===== src/logic/fol_pkg.sv =====
// Package with constants and types for the option-byte loader.
package fol_pkg;

  localparam int unsigned FOL_MEM_BYTES_DEF = 8192;
  localparam int unsigned FOL_PAGE_BYTES    = 512;
  localparam int unsigned FOL_ROW_BYTES     = 64;
  localparam int unsigned FOL_ROWS_PER_PAGE = 8;
  localparam int unsigned FOL_SECT_BIG      = 1024;
  localparam int unsigned FOL_SECT_SMALL    = 512;
  localparam int unsigned FOL_BIG_VARIANT   = 8192;

  localparam logic [15:0] FOL_OPT0_ADDR     = 16'h0000;
  localparam logic [15:0] FOL_OPT1_ADDR     = 16'h0001;
  localparam logic [15:0] FOL_INFO_BASE     = 16'hfe00;
  localparam logic [15:0] FOL_LOT_BYTE0     = 16'hfe7d;
  localparam logic [15:0] FOL_LOT_BYTE23    = 16'hfe5c;
  localparam logic [15:0] FOL_TRIM_ADDR     = 16'hfe02;
  localparam logic [15:0] FOL_CAL_ADDR      = 16'hfe03;

  // Option byte 0 field positions.
  localparam int unsigned FOL_B0_WD_RESET   = 7;
  localparam int unsigned FOL_B0_WD_ALWAYS  = 6;
  localparam int unsigned FOL_B0_BROWN_STOP = 5;
  localparam int unsigned FOL_B0_RD_PROT    = 4;
  localparam int unsigned FOL_B0_WR_ALL     = 3;
  localparam int unsigned FOL_B0_WR_SECT    = 2;

  localparam logic [7:0]  FOL_OPT_RST       = 8'hff;

  localparam logic [2:0]  FOL_CMD_NONE      = 3'h0;
  localparam logic [2:0]  FOL_CMD_READ      = 3'h1;
  localparam logic [2:0]  FOL_CMD_PROG      = 3'h2;
  localparam logic [2:0]  FOL_CMD_ERASE     = 3'h3;

  typedef enum logic [2:0] {
    FOL_ST_IDLE  = 3'b000,
    FOL_ST_RD0   = 3'b001,
    FOL_ST_WT0   = 3'b010,
    FOL_ST_RD1   = 3'b011,
    FOL_ST_WT1   = 3'b100,
    FOL_ST_DONE  = 3'b101
  } fol_state_e;

endpackage : fol_pkg


===== src/logic/fol_loader.sv =====
// Option-byte loader and program-memory access gate for the flash array.
//
// Design decisions made here: strobed register access and the address map.
`timescale 1ns/1ps
`default_nettype none
module fol_loader
  import fol_pkg::*;
#(
  parameter int unsigned MEM_BYTES = FOL_MEM_BYTES_DEF
) (
  input  wire logic        clk_in,           // System clock, 250 MHz.
  input  wire logic        rst_n_in,         // Synchronous reset, active low.
  input  wire logic        reload_in,        // Any reset event: system, power-on, stop recovery.
  input  wire logic [15:0] req_addr_in,      // Access address from processor or debug unit.
  input  wire logic [2:0]  req_cmd_in,       // Access command: none, read, program, erase.
  input  wire logic        req_dbg_in,       // Access comes from the on-chip debug unit.
  input  wire logic [7:0]  req_wdata_in,     // Program data.
  input  wire logic [7:0]  fl_rdata_in,      // Flash array read data, one cycle after read.
  output logic             fl_rd_out,        // Flash array read strobe.
  output logic             fl_prog_out,      // Flash array program strobe.
  output logic             fl_erase_out,     // Flash array page erase strobe.
  output logic      [15:0] fl_addr_out,      // Flash array address.
  output logic      [7:0]  fl_wdata_out,     // Flash array program data.
  output logic             req_denied_out,   // Last access was blocked, one cycle pulse.
  output logic      [7:0]  req_rdata_out,    // Read data back to the requester.
  output logic             cpu_rst_n_out,    // Processor reset, low until options loaded.
  output logic             load_done_out,    // Option load complete.
  output logic             wd_reset_sel_out, // Watchdog timeout forces reset when high.
  output logic             wd_always_out,    // Watchdog runs from reset.
  output logic             brown_stop_out,   // Brownout stays enabled in stop mode.
  output logic             rd_prot_out,      // External code reads blocked.
  output logic      [3:0]  page_out,         // Page index of the last access.
  output logic      [2:0]  row_out           // Row index of the last access.
);

  localparam int unsigned SECT_BYTES = (MEM_BYTES == FOL_BIG_VARIANT) ?
                                       FOL_SECT_BIG : FOL_SECT_SMALL;
  localparam int unsigned SECT_SHIFT = $clog2(SECT_BYTES);
  localparam int unsigned PAGE_SHIFT = $clog2(FOL_PAGE_BYTES);
  localparam int unsigned ROW_SHIFT  = $clog2(FOL_ROW_BYTES);
  localparam logic [15:0] ADDR_LIMIT = 16'(MEM_BYTES);

  typedef struct packed {
    fol_state_e  st;
    logic [7:0]  opt0;
    logic [7:0]  opt1;
    logic        rd;
    logic        prog;
    logic        erase;
    logic [15:0] addr;
    logic [7:0]  wdata;
    logic        denied;
    logic [7:0]  rdata;
    logic        rd_pend;
    logic        cpu_rst_n;
    logic        done;
    logic [3:0]  page;
    logic [2:0]  row;
    logic        wd_always;
    logic        rd_prot;
  } fol_state_s;

  fol_state_s s_reg;
  fol_state_s s_next;

  logic [2:0]  sect_idx;
  logic        sect_lock;
  logic        opt_area;
  logic        user_code;
  logic        is_info;

  always_comb begin
    sect_idx  = 3'(req_addr_in >> SECT_SHIFT);
    // Option byte 1 holds one lock bit per sector, active low, so erased is unlocked.
    sect_lock = !s_reg.opt1[sect_idx] && !s_reg.opt0[FOL_B0_WR_SECT];
    // Trim, calibration and lot bytes all live in the info page and read like any byte.
    is_info   = (req_addr_in[15:8] == FOL_INFO_BASE[15:8]);
    opt_area  = (req_addr_in == FOL_OPT0_ADDR) || (req_addr_in == FOL_OPT1_ADDR);
    user_code = !is_info && (req_addr_in < ADDR_LIMIT);
  end

  always_comb begin
    s_next        = s_reg;
    s_next.rd     = 1'b0;
    s_next.prog   = 1'b0;
    s_next.erase  = 1'b0;
    s_next.denied = 1'b0;
    // Flash data arrive the cycle after the strobe, so capture waits one more edge.
    s_next.rd_pend = s_reg.rd && s_reg.done;
    if (s_reg.rd_pend) begin
      s_next.rdata = fl_rdata_in;
    end
    case (s_reg.st)
      FOL_ST_IDLE: begin
        s_next.st = FOL_ST_RD0;
      end
      FOL_ST_RD0: begin
        s_next.rd   = 1'b1;
        s_next.addr = FOL_OPT0_ADDR;
        s_next.st   = FOL_ST_WT0;
      end
      FOL_ST_WT0: begin
        s_next.st = FOL_ST_RD1;
      end
      FOL_ST_RD1: begin
        s_next.opt0 = fl_rdata_in;
        s_next.rd   = 1'b1;
        s_next.addr = FOL_OPT1_ADDR;
        s_next.st   = FOL_ST_WT1;
      end
      FOL_ST_WT1: begin
        s_next.st = FOL_ST_DONE;
      end
      FOL_ST_DONE: begin
        if (!s_reg.done) begin
          s_next.opt1      = fl_rdata_in;
          s_next.done      = 1'b1;
          s_next.cpu_rst_n = 1'b1;
        end else if (req_cmd_in != FOL_CMD_NONE) begin
          s_next.addr  = req_addr_in;
          s_next.wdata = req_wdata_in;
          s_next.page  = 4'(req_addr_in >> PAGE_SHIFT);
          s_next.row   = 3'(req_addr_in >> ROW_SHIFT);
          if (!user_code && !is_info) begin
            s_next.denied = 1'b1;
          end else if (req_cmd_in == FOL_CMD_READ) begin
            // Read protection only stops the debug unit; running code still fetches.
            if (req_dbg_in && !s_reg.opt0[FOL_B0_RD_PROT] && user_code) begin
              s_next.denied = 1'b1;
            end else begin
              s_next.rd = 1'b1;
            end
          end else if (is_info ||
                       !s_reg.opt0[FOL_B0_WR_ALL] || sect_lock) begin
            s_next.denied = 1'b1;
          end else if (req_cmd_in == FOL_CMD_PROG) begin
            s_next.prog = 1'b1;
          end else if (req_cmd_in == FOL_CMD_ERASE) begin
            // Erase is whole-page only, so the in-page bits are dropped.
            s_next.addr  = {req_addr_in[15:PAGE_SHIFT], {PAGE_SHIFT{1'b0}}};
            s_next.erase = 1'b1;
          end else begin
            s_next.denied = 1'b1;
          end
        end
      end
      default: begin
        s_next.st = FOL_ST_IDLE;
      end
    endcase
    // A fresh reset event restarts the load; the processor goes back into reset.
    // A request in the cycle of a reset event gets no strobe, but its address, data, page and row are still taken.
    if (reload_in) begin
      s_next.st        = FOL_ST_IDLE;
      s_next.done      = 1'b0;
      s_next.cpu_rst_n = 1'b0;
      s_next.rd        = 1'b0;
      s_next.prog      = 1'b0;
      s_next.erase     = 1'b0;
      s_next.denied    = 1'b0;
    end
    // Active-low option bits are turned into flops so the outputs carry no gate.
    s_next.wd_always = !s_next.opt0[FOL_B0_WD_ALWAYS];
    s_next.rd_prot   = !s_next.opt0[FOL_B0_RD_PROT];
  end

  always_ff @(posedge clk_in) begin
    if (!rst_n_in) begin
      s_reg           <= '0;
      s_reg.st        <= FOL_ST_IDLE;
      s_reg.opt0      <= FOL_OPT_RST;
      s_reg.opt1      <= FOL_OPT_RST;
    end else begin
      s_reg <= s_next;
    end
  end

  // Holding registers have no path to req_rdata_out other than a real flash read.
  assign fl_rd_out        = s_reg.rd;
  assign fl_prog_out      = s_reg.prog;
  assign fl_erase_out     = s_reg.erase;
  assign fl_addr_out      = s_reg.addr;
  assign fl_wdata_out     = s_reg.wdata;
  assign req_denied_out   = s_reg.denied;
  assign req_rdata_out    = s_reg.rdata;
  assign cpu_rst_n_out    = s_reg.cpu_rst_n;
  assign load_done_out    = s_reg.done;
  assign wd_reset_sel_out = s_reg.opt0[FOL_B0_WD_RESET];
  assign wd_always_out    = s_reg.wd_always;
  assign brown_stop_out   = s_reg.opt0[FOL_B0_BROWN_STOP];
  assign rd_prot_out      = s_reg.rd_prot;
  assign page_out         = s_reg.page;
  assign row_out          = s_reg.row;

  a_cpu_held_load: assert property (@(posedge clk_in) disable iff (!rst_n_in)
    !s_reg.done |-> !cpu_rst_n_out)
    else $error("processor released before options loaded");
  a_load_seq_time: assert property (@(posedge clk_in) disable iff (!rst_n_in)
    (s_reg.st == FOL_ST_IDLE && !reload_in) ##1 !reload_in [*5] |=> load_done_out)
    else $error("option load did not finish in six cycles");
  a_first_addr_zero: assert property (@(posedge clk_in) disable iff (!rst_n_in)
    (fl_rd_out && s_reg.st == FOL_ST_WT0) |-> fl_addr_out == FOL_OPT0_ADDR)
    else $error("first option read not at zero");
  a_second_addr_one: assert property (@(posedge clk_in) disable iff (!rst_n_in)
    (fl_rd_out && s_reg.st == FOL_ST_WT1) |-> fl_addr_out == FOL_OPT1_ADDR)
    else $error("second option read not at one");
  a_erase_page_align: assert property (@(posedge clk_in) disable iff (!rst_n_in)
    fl_erase_out |-> fl_addr_out[PAGE_SHIFT-1:0] == '0)
    else $error("erase address not page aligned");
  a_reload_drops_cpu: assert property (@(posedge clk_in) disable iff (!rst_n_in)
    reload_in |=> !cpu_rst_n_out && !load_done_out)
    else $error("reset event did not hold processor");
  a_prot_blocks_dbg: assert property (@(posedge clk_in) disable iff (!rst_n_in)
    (load_done_out && !reload_in && req_cmd_in == FOL_CMD_READ && req_dbg_in
     && rd_prot_out && req_addr_in < ADDR_LIMIT) |=> req_denied_out && !fl_rd_out)
    else $error("protected read reached the array");
  a_lock_blocks_prog: assert property (@(posedge clk_in) disable iff (!rst_n_in)
    (load_done_out && !reload_in && req_cmd_in != FOL_CMD_NONE
     && req_cmd_in != FOL_CMD_READ && !s_reg.opt0[FOL_B0_WR_ALL])
     |=> !fl_prog_out && !fl_erase_out)
    else $error("program or erase passed a full lock");
  a_opts_stable_run: assert property (@(posedge clk_in) disable iff (!rst_n_in)
    (load_done_out && !reload_in) |=> $stable(wd_reset_sel_out) && $stable(rd_prot_out))
    else $error("options changed without reset");
  a_strobe_onehot: assert property (@(posedge clk_in) disable iff (!rst_n_in)
    $onehot0({fl_rd_out, fl_prog_out, fl_erase_out}))
    else $error("more than one flash strobe at once");
  a_denied_quiet: assert property (@(posedge clk_in) disable iff (!rst_n_in)
    req_denied_out |-> !fl_rd_out && !fl_prog_out && !fl_erase_out)
    else $error("refused access still reached the array");
  a_info_no_write: assert property (@(posedge clk_in) disable iff (!rst_n_in)
    (load_done_out && !reload_in && req_addr_in[15:8] == FOL_INFO_BASE[15:8]
     && (req_cmd_in == FOL_CMD_PROG || req_cmd_in == FOL_CMD_ERASE))
     |=> !fl_prog_out && !fl_erase_out)
    else $error("info page was programmed or erased");
  a_sect_lock_prog: assert property (@(posedge clk_in) disable iff (!rst_n_in)
    (load_done_out && !reload_in && req_cmd_in == FOL_CMD_PROG
     && req_addr_in < ADDR_LIMIT && !s_reg.opt0[FOL_B0_WR_SECT]
     && !s_reg.opt1[3'(req_addr_in >> SECT_SHIFT)]) |=> !fl_prog_out)
    else $error("program passed a sector lock");
  a_no_write_load: assert property (@(posedge clk_in) disable iff (!rst_n_in)
    !load_done_out |=> !fl_prog_out && !fl_erase_out)
    else $error("array written while options loading");
  a_cpu_rel_done: assert property (@(posedge clk_in) disable iff (!rst_n_in)
    $rose(load_done_out) |-> cpu_rst_n_out)
    else $error("processor not released with load done");
  a_page_index: assert property (@(posedge clk_in) disable iff (!rst_n_in)
    fl_erase_out |-> page_out == 4'(fl_addr_out >> PAGE_SHIFT))
    else $error("page index does not match erase address");
  a_row_index: assert property (@(posedge clk_in) disable iff (!rst_n_in)
    fl_prog_out |-> row_out == 3'(fl_addr_out >> ROW_SHIFT))
    else $error("row index does not match program address");
  a_erase_keeps_page: assert property (@(posedge clk_in) disable iff (!rst_n_in)
    fl_erase_out |-> fl_addr_out[15:9] == $past(req_addr_in[15:9]))
    else $error("erase went to the wrong page");
  a_load_opt0: assert property (@(posedge clk_in) disable iff (!rst_n_in)
    (s_reg.st == FOL_ST_RD1 && !reload_in) |=> s_reg.opt0 == $past(fl_rdata_in))
    else $error("option byte zero not taken from flash");
  a_load_opt1: assert property (@(posedge clk_in) disable iff (!rst_n_in)
    (s_reg.st == FOL_ST_DONE && !s_reg.done && !reload_in)
     |=> s_reg.opt1 == $past(fl_rdata_in))
    else $error("option byte one not taken from flash");
  a_read_returns: assert property (@(posedge clk_in) disable iff (!rst_n_in)
    (fl_rd_out && load_done_out && !reload_in) ##1 !reload_in
     |=> req_rdata_out == $past(fl_rdata_in))
    else $error("read data not taken in the data cycle");
  a_wd_always_lvl: assert property (@(posedge clk_in) disable iff (!rst_n_in)
    load_done_out |-> wd_always_out == !s_reg.opt0[FOL_B0_WD_ALWAYS])
    else $error("watchdog force does not follow its option");
  a_rd_prot_lvl: assert property (@(posedge clk_in) disable iff (!rst_n_in)
    load_done_out |-> rd_prot_out == !s_reg.opt0[FOL_B0_RD_PROT])
    else $error("read protection does not follow its option");

endmodule : fol_loader
`default_nettype wire


===== config.mk =====
export PLATFORM = sky130hd
export DESIGN_NAME = fol_loader
export DESIGN_NICKNAME = d
export VERILOG_FILES = /design/src/logic/fol_pkg.sv /design/src/logic/fol_loader.sv
export SDC_FILE = /design/constraint.sdc
export NUM_CORES = 1
export LEC_CHECK = 0
export BUFFER_PORTS_ARGS = -buffer_cell sky130_fd_sc_hd__buf_2
export CORE_MARGIN = 4
export CORE_UTILIZATION = 50
export DETAILED_ROUTE_END_ITERATION = 7
export PLACE_DENSITY = 0.76
export SETUP_SLACK_MARGIN = 0.3
export SLEW_MARGIN = 25
export SYNTH_ARGS = -nofsm -noshare
export SYNTH_HDL_FRONTEND = slang
export SYNTH_SLANG_ARGS = --single-unit

===== constraint.sdc =====
create_clock -name clk_in -period 1.9 [get_ports clk_in]
set_input_delay 0.095 -clock clk_in [delete_from_list [all_inputs] [get_ports clk_in]]
set_output_delay 0.095 -clock clk_in [all_outputs]
set_load 0.01 [all_outputs]

==> flow_metrics.tcl <==
set metrics [dict create \
    outcome "finished, final reports clean" \
    worstPathRequired_ns 2.12 \
    cp_cell_sequence "mux4_2, and2_4, or3_4, and4b_1" \
    hp-start "req_addr_in[6]" \
    synthToLayoutAreaGrowth_pct 21.5 \
    crit_arrival_ns 1.82 \
    r2r_cells 4 \
    max_freq_ghz 0.628 \
    synth_fp_nets 348 \
    grt_usage_pct 19.8 \
    hp-class "primary input to flop" \
    antenna_found_initial 0 \
    end_kind "flop" \
    synthTopCellsByArea "dfxtp_1 48%, buf_4 11%, nand2_1 9.8%" \
    period_share_pct 83.8 \
    r2r_slack_ns 0.31 \
    p_total_mw 2.65 \
    fill_cells 471 \
    cp_top_family "simple AND/OR/NAND/NOR gates" \
    relSlewSlack_pct 60.2 \
    cts.clk_slew.worst_paths_ns 0.07 \
    cpPeakStageDelay_ns 0.47 \
    ys_seq_area_share_pct 48.1 \
    ys_types 41 \
    drc 0 \
    crit_path_start_kind "flop" \
    ys.warnings.count 0 \
    fin_tns_setup_ns 0 \
    fin_nets 417 \
    finalWorstSetupSlack_ns 0.308 \
    whs_ns 0.0101 \
    min_period_ns 1.59 \
    pre_cts_slack_ns 0.201 \
    worstMarginPinSlew_ns 0.596 \
    path_buf_inv 0 \
    synth_area_um2 2710 \
    wl_per_cell_um 13.7 \
    wl_mm 6.22 \
    avgSynthCellArea_um2 8.76 \
    h-tree-depth 3 \
    cpMaxStageDelayCell "mux4_2" \
    placed_area_um2 2940 \
    diodes 0 \
    yosys.area.top_type "dfxtp_1" \
    hold_path_depth 3 \
    final.setup_skew_ns 0.00782 \
    grt_pass1_vias 2187 \
    io_buffers 87 \
    drt-pass1-iter-count 6 \
    pwr_density_cell_nw_per_um2 805 \
    avgViaCountPerCell 4.95 \
    vias 2242 \
    synth_top_area_share_pct 48.1 \
    ir_drop_mv 0.586 \
    syn_inst 309 \
    cts_tree "built" \
    final-setup-viol-count 0 \
    rows 26 \
    grt_max_degree 24 \
    place.gp.congestion 0.865 \
    rr_endpoint "fl_prog_out" \
    cts_sinks 65 \
    initial_utilization_pct 52.3 \
    crit_fanout 3 \
    p_leak_nw 1.50 \
    clock_latency_ns 0.34 \
    grt_pass1_wl_mm 9.96 \
    drive_gt1_share_pct 32.4 \
    criticalPathCategory "flop to flop" \
    cts_made_buffers 9 \
    dp_hpwl_mm 4.43 \
    overflow 0 \
    slew_violations 0 \
    drv_cap 0 \
    hold_violations 0 \
    drt_iter0_drc 104 \
    synth.most_common_cell "nand2_1" \
    rsz0062_at_grt "yes" \
    synth_common_cells "71 x nand2_1, 65 x dfxtp_1, 40 x buf_4" \
    ioPinCount 88 \
    ys_seq_elements 65 \
    cts_buffer_depth 2 \
    r2r_start "s_reg[55]" \
    finalInstanceArea_um2 3290 \
    clockRootBuffer "clkbuf_8" \
    coreArea_um2 5170 \
    dieArea_um2 6650 \
    die_w_um 81.6 \
    async_flop_share_pct 0 \
    synth_edf_count 0 \
    synth_flop_cell "dfxtp_1" \
    die_height_um 81.6 \
    hold_end "fl_addr_out[6]" \
    ant_nets 0 \
]
worst reg2reg max path: cells and delay by family, from the launching register on:
kind             cells  cell delay, ns
and+or+nand+nor      3            0.69
DFF                  1            0.32
muxes                1            0.47
power by group:
part / internal (mW) / switching, mW
Sequential: 1.37 / 0.00351
Clock: 0.639 / 0.487
Combinational: 0.0716 / 0.0770
worst max-delay path by stage:
stage                                from               to  cells past startpoint
after floorplan                 s_reg[55]     fl_erase_out                      4
after global placement    req_addr_in[10]     fl_erase_out                      5
after detailed placement    load_done_out  fl_wdata_out[5]                      4
after CTS                       s_reg[55]      fl_prog_out                      4
after global routing            s_reg[55]      fl_prog_out                      4
final                           s_reg[55]      fl_prog_out                      4
cell type report:
class,instances,area [µm²],share of cell area [%]
Timing Repair Buffer,112,658,20.0
Sequential cell,65,1300,39.6
Multi-Input combinational cell,185,1030,31.4
Tap cell,70,87.6,2.66
Clock buffer,13,149,4.53
Inverter,5,18.8,0.571
Clock inverter,3,40.0,1.22
timing repair:
action                     CTS  global route
hold buffers                14             0
hold endpoints to repair    14             0
setup buffers                0             1
pin swaps                    4             2
setup endpoints to repair   25             7
resized for setup            2             2
cell usage in the layout, fill, tap and decap left out, types with 3 or more instances in the layout:
master and instances:
buf_4 11, clkbuf_8 10, nand3_1 16, dfxtp_1 63
a21oi_1 19, clkbuf_1 3, mux2i_1 12, nor2b_1 3
inv_1 4, o21ai_1 8, buf_2 87, nand2b_1 3
nand2_1 71, nor2_1 14, dlygate4sd3_1 14, a22o_1 6
cells by family (layout without fill, tap and decap cells):
| logic type | Yosys count | after routing | synth area share (%) |
|---|---|---|---|
| AO/OA/AOI/OAI | 45 | 45 | 11.0 |
| buffers and inverters | 59 | 133 | 14.1 |
| AND/OR/NAND/NOR | 126 | 126 | 21.2 |
| multiplexers | 13 | 13 | 5.27 |
| flip-flops | 65 | 65 | 48.1 |
| XOR/XNOR | 1 | 1 | 0.324 |
per-stage QoR:
stage	utilization, %	cells
after floorplan	-	309
after global placement	56.9	422
after detailed placement	56.9	422
after CTS	63.3	452
after global routing	63.6	453
final	63.6	453
metal layers:
layer	track usage (%)	up-vias	share of wire, %
met5	0	-	0
met4	10.1	0	2.2
met3	4.93	12	8.5
met2	31.8	84	47
met1	24.6	1016	42
li1	-	1130	-
Note: power is estimated with default switching activity, not from simulation.
